`src/shared/odg_pkg.sv`:
```
package odg_pkg;
  // register byte offsets on the avalon slave
  localparam logic [7:0] OFF_PM   = 8'h00;
  localparam logic [7:0] OFF_APS  = 8'h04;
  localparam logic [7:0] OFF_APSX = 8'h08;
  localparam logic [7:0] OFF_PSI  = 8'h0C;
  localparam logic [7:0] OFF_TRIB = 8'h10;
  localparam logic [7:0] OFF_GFP  = 8'h14;
  localparam logic [7:0] OFF_SYNC = 8'h18;
  localparam logic [7:0] OFF_STAT = 8'h1C;
  // path status codes
  localparam logic [2:0] STAT_NORMAL = 3'h1;
  localparam logic [2:0] STAT_LCK    = 3'h5;
  localparam logic [2:0] STAT_OCI    = 3'h6;
  localparam logic [2:0] STAT_AIS    = 3'h7;
  // protection request codes
  localparam logic [3:0] APS_NR = 4'h0, APS_DNR = 4'h1, APS_RR = 4'h2, APS_EXER = 4'h4;
  localparam logic [3:0] APS_WT = 4'h6, APS_MS = 4'h8, APS_SD = 4'hA, APS_SF = 4'hC;
  localparam logic [3:0] APS_FS = 4'hE, APS_LO = 4'hF;
  // payload type codes
  localparam logic [7:0] PT_GFP = 8'h05, PT_NULL = 8'hFD, PT_PRBS = 8'hFE;
  localparam logic [7:0] PT_PROP = 8'h80, PT_NA = 8'hFF;
  // gfp header constants
  localparam logic [2:0] PTI_DATA = 3'h0;
  localparam logic [2:0] PTI_CMF  = 3'h4;
  localparam logic [7:0] UPI_LOS  = 8'h01;
  localparam logic [7:0] UPI_ETH  = 8'h01;
  localparam logic [9:0] ERR_10B  = 10'h0_1FE;
  // timing of the client fail frame
  localparam int unsigned CLK_HZ     = 125_000_000;
  localparam int unsigned CSF_INT_MS = 500;
  localparam int unsigned CSF_CYCLES = CLK_HZ / 1000 * CSF_INT_MS;
  // reset values
  localparam logic [31:0] RST_PM   = 32'h0000_0000;
  localparam logic [31:0] RST_APS  = 32'h0000_0000;
  localparam logic [31:0] RST_PSI  = 32'h0000_0000;
  localparam logic [31:0] RST_TRIB = 32'h0000_0000;
  localparam logic [31:0] RST_GFP  = 32'h0000_0001;
  localparam logic [31:0] RST_SYNC = 32'h0000_0001;
  // source of each tributary slot
  typedef enum logic [1:0] {SRC_MEAS, SRC_COPY, SRC_PRBS} odg_src_e;
  // frame-mapped header fields
  typedef struct packed {
    logic [2:0] pti;
    logic       pfi;
    logic [3:0] exi;
    logic [7:0] upi;
  } odg_hdr_s;
  // path monitor config: bdi force, raw enable, raw code, mode
  typedef struct packed {
    logic       bdi_force;
    logic       raw_en;
    logic [2:0] raw;
    logic [1:0] mode;
  } odg_pm_s;
  // protection config: raw enable, auto sf, type, request
  typedef struct packed {
    logic       raw_en;
    logic       auto_sf;
    logic [3:0] prot;
    logic [3:0] req;
  } odg_aps_s;
  // payload type config: raw enable, selection, raw code
  typedef struct packed {
    logic       raw_en;
    logic [2:0] sel;
    logic [7:0] raw;
  } odg_psi_s;
  // gfp config: csf frame mode, transparent mode, header
  typedef struct packed {
    logic     csf_mode;
    logic     transp;
    odg_hdr_s hdr;
  } odg_gfp_s;
endpackage

```
`src/core/odg_core.sv`:
```
// Design decisions made here: register access over Avalon-MM and the register addresses.
`timescale 1ns/1ps
`default_nettype none
module odg_core #(
  parameter int unsigned CSF_CYCLES = odg_pkg::CSF_CYCLES,
  parameter int unsigned SLOT_W     = 7
) (
  input  wire logic              SYS_CLK_I,
  input  wire logic              RSTN_I,
  input  wire logic [7:0]        AVS_ADDRESS_I,
  input  wire logic              AVS_READ_I,
  input  wire logic              AVS_WRITE_I,
  input  wire logic [31:0]       AVS_WRITEDATA_I,
  input  wire logic [3:0]        AVS_BYTEENABLE_I,
  output logic [31:0]            AVS_READDATA_O,
  output logic                   AVS_WAITREQUEST_O,
  input  wire logic              SIG_FAIL_I,
  input  wire logic              CLIENT_FAIL_I,
  input  wire logic [SLOT_W-1:0] SLOT_I,
  output odg_pkg::odg_src_e      SLOT_SRC_O,
  output logic [7:0]             PM_BYTE3_O,
  output logic [31:0]            APS_O,
  output logic [7:0]             PSI0_O,
  output logic                   REPL_10B_O,
  output logic [9:0]             REPL_CODE_O,
  output logic                   GFP_IDLE_O,
  output logic                   GFP_CMF_O,
  output logic                   CMF_REQ_O,
  output odg_pkg::odg_hdr_s      GFP_HDR_O,
  input  wire logic              RX_HDR_VALID_I,
  input  wire logic              RX_HDR_OK_I,
  output logic                   RX_SYNC_O
);

  // delineation states
  typedef enum logic [1:0] {ST_HUNT, ST_PRESYNC, ST_SYNC} odg_sync_e;

  odg_pkg::odg_pm_s  pm;            // path monitor config
  odg_pkg::odg_aps_s aps;           // protection byte one config
  logic [23:0]       aps_ext;       // protection bytes two to four
  odg_pkg::odg_psi_s psi;           // payload type config
  logic [SLOT_W:0]   trib;          // fill mode over measured slot
  odg_pkg::odg_gfp_s gfp;           // gfp config
  logic [3:0]        sync_thr;      // core header sync threshold
  logic              ack;           // second cycle of an access
  logic [1:0]        sf_sync;       // signal fail synchroniser
  logic [1:0]        cf_sync;       // client fail synchroniser
  logic [31:0]       csf_cnt;       // cycles to next cmf
  logic [3:0]        good_cnt;      // consecutive good headers
  odg_sync_e         sync_st;       // delineation state
  logic              sig_fail;      // synchronised signal fail
  logic              client_fail;   // synchronised client fail
  logic              csf_active;    // cmf replacement running
  logic              do_wr;         // write takes effect
  logic [31:0]       rd_word;       // read mux
  logic [31:0]       wr_word;       // addressed register with write lanes merged

  // merge write data into a word under byte enables
  function automatic logic [31:0] be_merge(input logic [31:0] old, input logic [31:0] nw,
                                           input logic [3:0] be);
    logic [31:0] res;
    res = old;
    for (int i = 0; i < 4; i++) begin
      if (be[i]) begin
        res[i*8 +: 8] = nw[i*8 +: 8];
      end
    end
    return res;
  endfunction

  // map a status mode to its defined code
  function automatic logic [2:0] stat_code(input logic [1:0] mode);
    case (mode)
      2'd1:    return odg_pkg::STAT_LCK;
      2'd2:    return odg_pkg::STAT_OCI;
      2'd3:    return odg_pkg::STAT_AIS;
      default: return odg_pkg::STAT_NORMAL;
    endcase
  endfunction

  // true for a defined protection request
  function automatic logic aps_defined(input logic [3:0] code);
    case (code)
      odg_pkg::APS_NR, odg_pkg::APS_DNR, odg_pkg::APS_RR,
      odg_pkg::APS_EXER, odg_pkg::APS_WT, odg_pkg::APS_MS,
      odg_pkg::APS_SD, odg_pkg::APS_SF, odg_pkg::APS_FS,
      odg_pkg::APS_LO: return 1'b1;
      default:         return 1'b0;
    endcase
  endfunction

  // map a payload selection to its code
  function automatic logic [7:0] psi_code(input logic [2:0] sel);
    case (sel)
      3'd1:    return odg_pkg::PT_NULL;
      3'd2:    return odg_pkg::PT_PRBS;
      3'd3:    return odg_pkg::PT_PROP;
      3'd4:    return odg_pkg::PT_NA;
      default: return odg_pkg::PT_GFP;
    endcase
  endfunction

  // one wait cycle, then the access completes
  assign AVS_WAITREQUEST_O = (AVS_READ_I | AVS_WRITE_I) & ~ack;
  assign do_wr             = AVS_WRITE_I & ack;
  // the read mux already holds the addressed register, so lanes merge over it
  assign wr_word           = be_merge(rd_word, AVS_WRITEDATA_I, AVS_BYTEENABLE_I);
  assign sig_fail          = sf_sync[1];
  assign client_fail       = cf_sync[1];
  assign csf_active        = client_fail & gfp.transp & gfp.csf_mode;

  // access phase tracker
  always_ff @(posedge SYS_CLK_I) begin
    if (!RSTN_I) begin
      ack <= 1'b0;
    end else begin
      ack <= (AVS_READ_I | AVS_WRITE_I) & ~ack;
    end
  end

  // read decode, unmapped reads return zero
  always_comb begin
    rd_word = 32'h0000_0000;
    case (AVS_ADDRESS_I)
      odg_pkg::OFF_PM:   rd_word = 32'(pm);
      odg_pkg::OFF_APS:  rd_word = 32'(aps);
      odg_pkg::OFF_APSX: rd_word = 32'(aps_ext);
      odg_pkg::OFF_PSI:  rd_word = 32'(psi);
      odg_pkg::OFF_TRIB: rd_word = 32'(trib);
      odg_pkg::OFF_GFP:  rd_word = 32'(gfp);
      odg_pkg::OFF_SYNC: rd_word = 32'(sync_thr);
      odg_pkg::OFF_STAT: rd_word = {28'h000_0000, csf_active, RX_SYNC_O, client_fail, sig_fail};
      default:           rd_word = 32'h0000_0000;
    endcase
  end

  // read data captured in the wait cycle
  always_ff @(posedge SYS_CLK_I) begin
    if (!RSTN_I) begin
      AVS_READDATA_O <= 32'h0000_0000;
    end else if (AVS_READ_I && !ack) begin
      AVS_READDATA_O <= rd_word;
    end
  end

  // configuration registers, unmapped writes ignored
  always_ff @(posedge SYS_CLK_I) begin
    if (!RSTN_I) begin
      pm       <= odg_pkg::odg_pm_s'(odg_pkg::RST_PM[6:0]);
      aps      <= odg_pkg::odg_aps_s'(odg_pkg::RST_APS[9:0]);
      aps_ext  <= odg_pkg::RST_APS[23:0];
      psi      <= odg_pkg::odg_psi_s'(odg_pkg::RST_PSI[11:0]);
      trib     <= odg_pkg::RST_TRIB[SLOT_W:0];
      gfp      <= odg_pkg::odg_gfp_s'(odg_pkg::RST_GFP[17:0]);
      sync_thr <= odg_pkg::RST_SYNC[3:0];
    end else if (do_wr) begin
      case (AVS_ADDRESS_I)
        odg_pkg::OFF_PM:   pm       <= odg_pkg::odg_pm_s'(wr_word[6:0]);
        odg_pkg::OFF_APS:  aps      <= odg_pkg::odg_aps_s'(wr_word[9:0]);
        odg_pkg::OFF_APSX: aps_ext  <= wr_word[23:0];
        odg_pkg::OFF_PSI:  psi      <= odg_pkg::odg_psi_s'(wr_word[11:0]);
        odg_pkg::OFF_TRIB: trib     <= wr_word[SLOT_W:0];
        odg_pkg::OFF_GFP:  gfp      <= odg_pkg::odg_gfp_s'(wr_word[17:0]);
        odg_pkg::OFF_SYNC: sync_thr <= wr_word[3:0];
        default: ;
      endcase
    end
  end

  // pin synchronisers
  always_ff @(posedge SYS_CLK_I) begin
    if (!RSTN_I) begin
      sf_sync <= 2'b00;
      cf_sync <= 2'b00;
    end else begin
      sf_sync <= {sf_sync[0], SIG_FAIL_I};
      cf_sync <= {cf_sync[0], CLIENT_FAIL_I};
    end
  end

  // path monitor third byte: bei zero, bdi, stat
  always_ff @(posedge SYS_CLK_I) begin
    if (!RSTN_I) begin
      PM_BYTE3_O <= {5'h00, odg_pkg::STAT_NORMAL};
    end else begin
      PM_BYTE3_O[7:4] <= 4'h0;
      PM_BYTE3_O[3]   <= sig_fail | pm.bdi_force;
      // raw codes may be reserved, mode codes never are
      PM_BYTE3_O[2:0] <= pm.raw_en ? pm.raw : stat_code(pm.mode);
    end
  end

  // protection bytes; sf request when auto and failing and raw enable is off
  always_ff @(posedge SYS_CLK_I) begin
    if (!RSTN_I) begin
      APS_O <= 32'h0000_0000;
    end else begin
      APS_O[27:24] <= aps.prot;
      APS_O[23:0]  <= aps_ext;
      if (aps.raw_en) begin
        APS_O[31:28] <= aps.req;
      end else if (aps.auto_sf && sig_fail) begin
        APS_O[31:28] <= odg_pkg::APS_SF;
      end else if (aps_defined(aps.req)) begin
        APS_O[31:28] <= aps.req;
      end else begin
        APS_O[31:28] <= odg_pkg::APS_NR;
      end
    end
  end

  // payload type byte zero
  always_ff @(posedge SYS_CLK_I) begin
    if (!RSTN_I) begin
      PSI0_O <= odg_pkg::PT_GFP;
    end else begin
      PSI0_O <= psi.raw_en ? psi.raw : psi_code(psi.sel);
    end
  end

  // source of the slot now being built
  always_ff @(posedge SYS_CLK_I) begin
    if (!RSTN_I) begin
      SLOT_SRC_O <= odg_pkg::SRC_MEAS;
    end else if (SLOT_I == trib[SLOT_W-1:0]) begin
      SLOT_SRC_O <= odg_pkg::SRC_MEAS;
    end else if (trib[SLOT_W]) begin
      SLOT_SRC_O <= odg_pkg::SRC_COPY;
    end else begin
      SLOT_SRC_O <= odg_pkg::SRC_PRBS;
    end
  end

  // client fail replacement in transparent mode
  always_ff @(posedge SYS_CLK_I) begin
    if (!RSTN_I) begin
      REPL_10B_O  <= 1'b0;
      REPL_CODE_O <= 10'h000;
      GFP_IDLE_O  <= 1'b0;
    end else begin
      REPL_10B_O  <= client_fail & gfp.transp & ~gfp.csf_mode;
      REPL_CODE_O <= odg_pkg::ERR_10B;
      GFP_IDLE_O  <= csf_active;
    end
  end

  // cmf interval: first at once, then every interval
  always_ff @(posedge SYS_CLK_I) begin
    if (!RSTN_I) begin
      csf_cnt   <= 32'h0000_0000;
      CMF_REQ_O <= 1'b0;
    end else if (!csf_active) begin
      csf_cnt   <= 32'h0000_0000;
      CMF_REQ_O <= 1'b0;
    end else if (csf_cnt == 32'h0000_0000) begin
      csf_cnt   <= 32'(CSF_CYCLES - 1);
      CMF_REQ_O <= 1'b1;
    end else begin
      csf_cnt   <= csf_cnt - 32'h0000_0001;
      CMF_REQ_O <= 1'b0;
    end
  end

  // frame-mapped header, overridden by cmf replacement
  always_ff @(posedge SYS_CLK_I) begin
    if (!RSTN_I) begin
      GFP_HDR_O <= '0;
      GFP_CMF_O <= 1'b0;
    end else if (csf_active) begin
      GFP_HDR_O <= {odg_pkg::PTI_CMF, 1'b0, 4'h0, odg_pkg::UPI_LOS};
      GFP_CMF_O <= 1'b1;
    end else begin
      GFP_HDR_O.pti <= gfp.hdr.pti;
      GFP_HDR_O.pfi <= gfp.hdr.pfi;
      GFP_HDR_O.exi <= gfp.hdr.exi;
      GFP_HDR_O.upi <= gfp.hdr.upi;
      GFP_CMF_O     <= (gfp.hdr.pti == odg_pkg::PTI_CMF);
    end
  end

  // receive delineation, a bad header drops to hunt
  always_ff @(posedge SYS_CLK_I) begin
    if (!RSTN_I) begin
      sync_st  <= ST_HUNT;
      good_cnt <= 4'h0;
    end else if (RX_HDR_VALID_I) begin
      case (sync_st)
        ST_HUNT, ST_PRESYNC: begin
          if (!RX_HDR_OK_I) begin
            sync_st  <= ST_HUNT;
            good_cnt <= 4'h0;
          end else if (good_cnt + 4'h1 >= sync_thr) begin
            sync_st  <= ST_SYNC;
            good_cnt <= 4'h0;
          end else begin
            sync_st  <= ST_PRESYNC;
            good_cnt <= good_cnt + 4'h1;
          end
        end
        ST_SYNC: begin
          if (!RX_HDR_OK_I) begin
            sync_st <= ST_HUNT;
          end
        end
        default: begin
          sync_st <= ST_HUNT;
        end
      endcase
    end
  end

  assign RX_SYNC_O = (sync_st == ST_SYNC);

endmodule
`default_nettype wire

```
`config.mk`:
```
export PLATFORM = sky130hd
export DESIGN_NAME = odg_core
export DESIGN_NICKNAME = d
export VERILOG_FILES = /design/src/shared/odg_pkg.sv /design/src/core/odg_core.sv
export SDC_FILE = /design/constraint.sdc
export NUM_CORES = 1
export LEC_CHECK = 0
export BUFFER_PORTS_ARGS = -buffer_cell sky130_fd_sc_hd__clkbuf_2
export CELL_PAD_IN_SITES_DETAIL_PLACEMENT = 1
export CELL_PAD_IN_SITES_GLOBAL_PLACEMENT = 2
export CORE_AREA = 2 2 167 169
export CTS_CLUSTER_DIAMETER = 150
export DETAILED_ROUTE_END_ITERATION = 7
export DIE_AREA = 0 0 169 171
export PLACE_DENSITY_LB_ADDON = 0.25
export SYNTH_ARGS = -nofsm -noshare
export SYNTH_HDL_FRONTEND = slang
export SYNTH_SLANG_ARGS = --single-unit
```
`constraint.sdc`:
```
create_clock -name SYS_CLK_I -period 2.76 [get_ports SYS_CLK_I]
set_input_delay 0.276 -clock SYS_CLK_I [delete_from_list [all_inputs] [get_ports SYS_CLK_I]]
set_output_delay 0.276 -clock SYS_CLK_I [all_outputs]
set_load 0.02 [all_outputs]
```
==> flow_metrics.env, run 1 <==
export IMPL_clk_latency_ns=0.54
export IMPL_fin_crit_ns=2.55
export IMPL_routed_via_density=5.04
export IMPL_port_buffers=149
export IMPL_dp_final_hpwl_um=20700
export IMPL_ys_seq_area_share_pct=49.3
export IMPL_grt_max_degree=66
export IMPL_drive_above_1_share_pct=20.8
export IMPL_grt_pass1_vias=7526
export IMPL_cts_made_buffers=25
export IMPL_synth_edf_count=0
export IMPL_worstPathMaxFanout=13
export IMPL_postRouteAntennaNets=0
export IMPL_seqCellArea_um2=4360
export IMPL_maxSlewHeadroom_pct=31.6
export IMPL_antenna_found_initial=0
export IMPL_routed_wirelength_um=28600
export IMPL_area_growth_pct=22.1
export IMPL_reg2reg_slack_ns=0.21
export IMPL_drc=0
export IMPL_crit_type="flip-flop to flip-flop"
export IMPL_p_switching_mw=1.58
export IMPL_pwr_share_seq_pct=47.8
export IMPL_start_util_pct=32.4
export IMPL_fin_crit_sh_pct=92.5
export IMPL_drtIter0Drc=328
export IMPL_ys_flop_type="dfxtp_1"
export IMPL_cp_end_kind="flip-flop"
export IMPL_clock_skew_ns=0.0124
export IMPL_cp_arrival_ns=2.97
export IMPL_pwr_share_comb_pct=5.5
export IMPL_grt_overflow=0
export IMPL_root_buffer="clkbuf_16"
export IMPL_clkPwrFrac_pct=46.7
export IMPL_fillers=3277
export IMPL_cts_clk_slew_worst_paths_ns=0.06
export IMPL_worst_pin_slew_ns=1.03
export IMPL_yosysUniqueCellTypes=64
export IMPL_antenna_cells=0
export IMPL_yosysWarnings=0
export IMPL_multi_input_area_um2=4040
export IMPL_firstDrtPassIters=6
export IMPL_synth_area_um2=8850
export IMPL_async_flop_share_pct=0
export IMPL_cap_violations=0
export IMPL_min_path_type="input port to flip-flop"
export IMPL_status="complete, no violations"
export IMPL_p_int_mw=5.06
export IMPL_clockBufferDepth=3
export IMPL_rows=61
export IMPL_grt_usage_pct=19.4
export IMPL_drt_wirelength_per_cell_um=18.8
export IMPL_holdWs_ns=0.0325
export IMPL_ys_ff_latch=218
export IMPL_ioPinCount=173
export IMPL_nNetsFinal=1228
export IMPL_holdPathStages=3
export IMPL_synthCells=1012
export IMPL_reg2regPathDepth=6
export IMPL_drv_slew=0
export IMPL_start_kind="flip-flop"
export IMPL_power_density_nw_per_um2=615
export IMPL_die_h_um=171
export IMPL_instances_no_fill=1522
export IMPL_setup_tns_final_ns=0
export IMPL_power_total_mw=6.65
export IMPL_cts_tree="done"
export IMPL_setup_viol=0
export IMPL_cts_max_level=1
export IMPL_finalHoldViolCount=0
export IMPL_fmax_mhz=392
export IMPL_gp_congestion=0.864
export IMPL_cellLeakagePower_nw=4.47
export IMPL_vias=7673
export IMPL_die_area_um2=28900
export IMPL_swShare_pct=23.8
export IMPL_grt_pass1_wl_um=43900
export IMPL_final_util_pct=39.6
export IMPL_die_w_um=169
export IMPL_dp_cells=1474
export IMPL_grt_setup_unrepaired="false"
export IMPL_core_area_um2=27300
export IMPL_vdd_drop_max_mv=0.378
export IMPL_avgSynthCellArea_um2=8.75
export IMPL_required_ns=3.18
export IMPL_cts_num_sinks=218
## layout by cell type (no fill, tap or decap), types with 9 or more instances in the layout
cell type / instances
nor3_1: 32
dfxtp_1: 218
nand2_1: 108
clkbuf_2: 149
xnor2_1: 24
inv_1: 28
and2_1: 47
a211oi_1: 21
clkbuf_1: 9
clkbuf_16: 25
mux2i_1: 22
nand3_1: 39
a21oi_1: 93
xor2_1: 13
buf_4: 35
a221oi_1: 13
nor2_1: 98
o21ai_0: 40
conb_1: 14
## area by class of cell
class | count | area share, %
Inverter | 29 | 1.01
Sequential cell | 218 | 40.4
Clock inverter | 5 | 0.602
Multi-Input combinational cell | 695 | 37.3
Timing Repair Buffer | 194 | 10.4
Clock buffer | 35 | 6.23
Tap cell | 346 | 4.00
## critical path, cell delays in order (launching register included)
cell and delay (ns):
dfxtp_1 0.33, or4_4 0.57, or4_1 0.47, or3_1 0.41, or3_4 0.34, nand2_2 0.23
nor2_1 0.09
## cells in the mapped netlist (3+ instances only)
| library cell | n | area share (%) |
|---|---|---|
| dfxtp_1 | 218 | 49 |
| nand2_1 | 108 | 4.6 |
| nor2_1 | 98 | 4.2 |
| a21oi_1 | 93 | 5.3 |
| clkbuf_1 | 52 | 2.2 |
| and2_1 | 47 | 3.3 |
| o21ai_0 | 40 | 2.3 |
| nand3_1 | 39 | 2.2 |
| nor3_1 | 33 | 1.9 |
| inv_1 | 28 | 1.2 |
| xnor2_1 | 24 | 2.4 |
| mux2i_1 | 22 | 2.5 |
| a211oi_1 | 21 | 1.8 |
| buf_4 | 21 | 1.8 |
| a221oi_1 | 13 | 1.3 |
| xor2_1 | 13 | 1.3 |
| nor2b_1 | 9 | 0.64 |
| and3_1 | 8 | 0.57 |
| mux2_2 | 8 | 1.0 |
| nor4_1 | 8 | 0.57 |
| buf_1 | 7 | 0.30 |
| nand4_1 | 7 | 0.49 |
| or3_1 | 7 | 0.49 |
| ha_1 | 6 | 0.85 |
| o32ai_1 | 5 | 0.49 |
| a31oi_1 | 4 | 0.28 |
| nand2b_1 | 4 | 0.28 |
| nand3b_1 | 4 | 0.34 |
| o211ai_1 | 4 | 0.34 |
| o22ai_1 | 4 | 0.28 |
| o31ai_1 | 4 | 0.34 |
| or2_2 | 4 | 0.28 |
| nor4b_1 | 3 | 0.30 |
| or4_1 | 3 | 0.25 |
## path summary, 6_finish.rpt
path | startpoint | end
worst min-delay path | AVS_READ_I | ack
worst max register to register | csf_cnt[15] | csf_cnt[14]
worst max-delay path | csf_cnt[15] | csf_cnt[14]
worst min register to register | sf_sync[0] | sf_sync[1]
## registers in the layout (all words and copies together) (netlist names), 7 cells and up, named ones only
name,count
APS_O,32
AVS_READDATA_O,24
GFP_HDR_O,16
PSI0_O,8
aps,10
aps_ext,24
csf_cnt,32
gfp,18
pm,7
psi,12
trib,8
## layer usage
metal,up-vias,GRT usage (%),part of all wire (%)
met4,0,5.46,2.3
met5,-,0,0
met2,177,31.9,45
met3,41,3.70,5.6
li1,3759,-,-
met1,3696,26.1,47
## timing repair
| item | in CTS | in global routing |
|---|---|---|
| resized for setup | 0 | 0 |
| hold endpoints to repair | 8 | 0 |
| buffers inserted | 0 | 0 |
| hold buffers | 8 | 0 |
## power by group through the flow
stage	Clock, mW	Combinational [mW]	Sequential, mW
floorplan	0	0.208	3.26
global placement	0	0.355	3.25
detailed placement	0	0.356	3.25
CTS	3.18	0.367	3.18
global route	3.33	0.396	3.18
finish	3.11	0.363	3.18
## cells by family after synthesis
kind of cell | Yosys count | share of synthesized area, %
other | 1 | 0.0424
XOR/XNOR | 37 | 3.66
buffers and inverters | 112 | 5.82
flip-flops | 218 | 49.3
AND/OR/NAND/NOR | 396 | 21.8
multiplexers | 32 | 4.01
adder cells (fa/ha/maj) | 6 | 0.848
AO/OA/AOI/OAI | 210 | 14.5
## stage by stage
| stage | instance area [µm²] | worst slack (ns) |
|---|---|---|
| 2_1_floorplan | 8900 | 0.218 |
| 3_3_place_gp | 9990 | 0.213 |
| 3_5_place_dp | 9990 | 0.177 |
| 4_1_cts | 10800 | 0.174 |
| 5_1_grt | 10800 | 0.0735 |
| 6_report | 10800 | 0.207 |
Power figures use the tool's default switching activity.
==> inputs of run 2 (changes only) <==
--- a/config.mk
+++ b/config.mk
@@ -8,10 +8,10 @@
 export BUFFER_PORTS_ARGS = -buffer_cell sky130_fd_sc_hd__clkbuf_2
 export CELL_PAD_IN_SITES_DETAIL_PLACEMENT = 1
 export CELL_PAD_IN_SITES_GLOBAL_PLACEMENT = 2
-export CORE_AREA = 2 2 167 169
+export CORE_AREA = 2 2 163 165
 export CTS_CLUSTER_DIAMETER = 150
 export DETAILED_ROUTE_END_ITERATION = 7
-export DIE_AREA = 0 0 169 171
+export DIE_AREA = 0 0 165 167
 export PLACE_DENSITY_LB_ADDON = 0.25
 export SYNTH_ARGS = -nofsm -noshare
 export SYNTH_HDL_FRONTEND = slang
==> constraint.sdc (replaced) <==
create_clock -name SYS_CLK_I -period 3 [get_ports SYS_CLK_I]
set_input_delay 0.3 -clock SYS_CLK_I [delete_from_list [all_inputs] [get_ports SYS_CLK_I]]
set_output_delay 0.3 -clock SYS_CLK_I [all_outputs]
set_load 0.02 [all_outputs]
==> run 2 against run 1 <==
Against the previous run: clock power grew 8.7%; first-iteration DRC count grew 3.7%; count of clock-buffer cells in the layout is the same; clock skew grew 0.0022 ns; power shrank 0.27%; worst hold slack lost 0.012 ns; critical endpoint is now csf_cnt[29].
==> flow_metrics.env, run 2 (synthesized netlist as in run 1, its figures left out) <==
export IMPL_clockBufferDepth=3
export IMPL_p_int_mw=5.17
export IMPL_finalHoldViolCount=0
export IMPL_grt_busiest_layer="met2"
export IMPL_drt_wirelength_per_cell_um=18.3
export IMPL_status="complete, no violations"
export IMPL_maxSlewHeadroom_pct=33.5
export IMPL_cp_end_kind="flip-flop"
export IMPL_min_path_type="input port to flip-flop"
export IMPL_firstDrtPassIters=4
export IMPL_worst_pin_slew_ns=0.998
export IMPL_required_ns=3.39
export IMPL_p_switching_mw=1.46
export IMPL_cp_depth=6
export IMPL_grt_overflow=0
export IMPL_final_cell_area_um2=10900
export IMPL_cts_setup_buffers=0
export IMPL_drc=0
export IMPL_clock_skew_ns=0.0146
export IMPL_pwr_share_seq_pct=44.1
export IMPL_start_kind="flip-flop"
export IMPL_setup_viol=0
export IMPL_clk_latency_ns=0.53
export IMPL_fmax_mhz=372
export IMPL_antenna_found_initial=0
export IMPL_core_area_um2=25800
export IMPL_start_util_pct=34.4
export IMPL_grt_max_degree=43
export IMPL_cts_made_buffers=26
export IMPL_antenna_cells=0
export IMPL_drive_above_1_share_pct=21.3
export IMPL_die_area_um2=27600
export IMPL_cts_hold_buf=2
export IMPL_routed_via_density=5.08
export IMPL_crit_chain="or4_4 -> or4_1 -> or3_1 -> or3_4 -> nand2_2 -> nor2_1"
export IMPL_ioPinCount=173
export IMPL_holdPathStages=3
export IMPL_nNetsFinal=1218
export IMPL_vias=7642
export IMPL_power_density_nw_per_um2=609
export IMPL_vdd_drop_max_mv=0.340
export IMPL_area_growth_pct=23.0
export IMPL_ctsResizeCount=0
export IMPL_clkPwrFrac_pct=50.9
export IMPL_drtIter0Drc=340
export IMPL_cts_num_sinks=218
export IMPL_path_buf_inv=0
export IMPL_routed_wirelength_um=27600
export IMPL_gp_congestion=0.852
export IMPL_cts_clk_slew_worst_paths_ns=0.06
export IMPL_placed_area_um2=9950
export IMPL_largestRegisters="APS_O x32, csf_cnt x32"
export IMPL_use_met3_pct=3.64
export IMPL_final_cell_mix="218 x dfxtp_1, 149 x clkbuf_2, 108 x nand2_1, 98 x nor2_1, 93 x a21oi_1"
export IMPL_cp_top_family="simple AND/OR/NAND/NOR gates"
export IMPL_grt_usage_pct=19.9
export IMPL_cts_tree="done"
export IMPL_drv_slew=0
export IMPL_fin_crit_ns=2.69
export IMPL_dp_cells=1458
export IMPL_port_buffers=149
export IMPL_grt_pass1_vias=7615
export IMPL_instances_no_fill=1504
export IMPL_setup_tns_final_ns=0
export IMPL_rows=59
export IMPL_cts_max_level=1
export IMPL_cellLeakagePower_nw=4.52
export IMPL_fin_crit_sh_pct=89.7
export IMPL_worstPathMaxFanout=13
export IMPL_postRouteAntennaNets=0
export IMPL_critPathMaxStageDelay_ns=0.56
export IMPL_crit_type="flip-flop to flip-flop"
export IMPL_die_h_um=167
export IMPL_reg2reg_slack_ns=0.31
export IMPL_final_util_pct=42.3
export IMPL_root_buffer="clkbuf_16"
export IMPL_cp_arrival_ns=3.08
export IMPL_final_common_cell="dfxtp_1"
export IMPL_dp_final_hpwl_um=20200
export IMPL_reg2regPathDepth=6
export IMPL_grt_pass1_wl_um=43100
export IMPL_pwr_share_comb_pct=5.0
export IMPL_crit_slowest_cell="or4_4"
export IMPL_met2_usage_pct=32.6
export IMPL_grt_setup_unrepaired="false"
export IMPL_cap_violations=0
export IMPL_swShare_pct=22.1
export IMPL_grtUsageMet1_pct=27.2
export IMPL_die_w_um=165
[run 2: changes by cell type in the layout (fill, tap and decap cells not counted), sizes merged]
| cell | delta |
|---|---|
| dlygate4sd3 | -6 |
| buf | -5 |
| inv | -1 |
| bufinv | +4 |
| clkinvlp | +1 |
[run 2: worst paths after layout]
path,start,end
max reg2reg,csf_cnt[15],csf_cnt[29]
min reg2reg,cf_sync[0],cf_sync[1]
min,AVS_WRITEDATA_I[22],aps_ext[22]
max,csf_cnt[15],csf_cnt[29]
[run 2: per-stage QoR]
stage,setup WS [ns],total power [mW],hold WS [ns]
after floorplan,0.458,3.19,0.328
after global placement,0.328,3.31,0.419
after detailed placement,0.297,3.32,0.424
after CTS,0.282,6.71,0.00680
after global routing,0.157,6.86,0.0175
final,0.310,6.63,0.0203
[run 2: area by class of cell]
class | count | area, µm²
clock buffers | 35 | 746
clock inverters | 9 | 173
fillers | 3067 | 14900
inverters | 29 | 109
multi-input cells | 695 | 4040
flip-flops and latches | 218 | 4360
well taps | 335 | 419
repair buffers | 183 | 1040
[run 2: worst min-delay path, delay by kind of cell]
family,cells,cell delay (ns)
buffers and inverters,1,0.08
AND/OR/NAND/NOR,1,0.06
AO/OA/AOI/OAI,1,0.06
[run 2: routing by layer]
| metal | up-vias | share of wire (%) |
|---|---|---|
| met5 | - | 0 |
| met1 | 3688 | 47 |
| met4 | 0 | 1.8 |
| li1 | 3756 | - |
| met3 | 29 | 4.9 |
| met2 | 169 | 46 |
[run 2: power by group through the flow]
| stage | sequential (mW) | clock (mW) | combinational [mW] |
|---|---|---|---|
| finish | 2.93 | 3.38 | 0.329 |
| global route | 2.93 | 3.57 | 0.358 |
| CTS | 2.93 | 3.46 | 0.331 |
| detailed placement | 2.99 | 0 | 0.327 |
| global placement | 2.99 | 0 | 0.327 |
| floorplan | 3.00 | 0 | 0.191 |
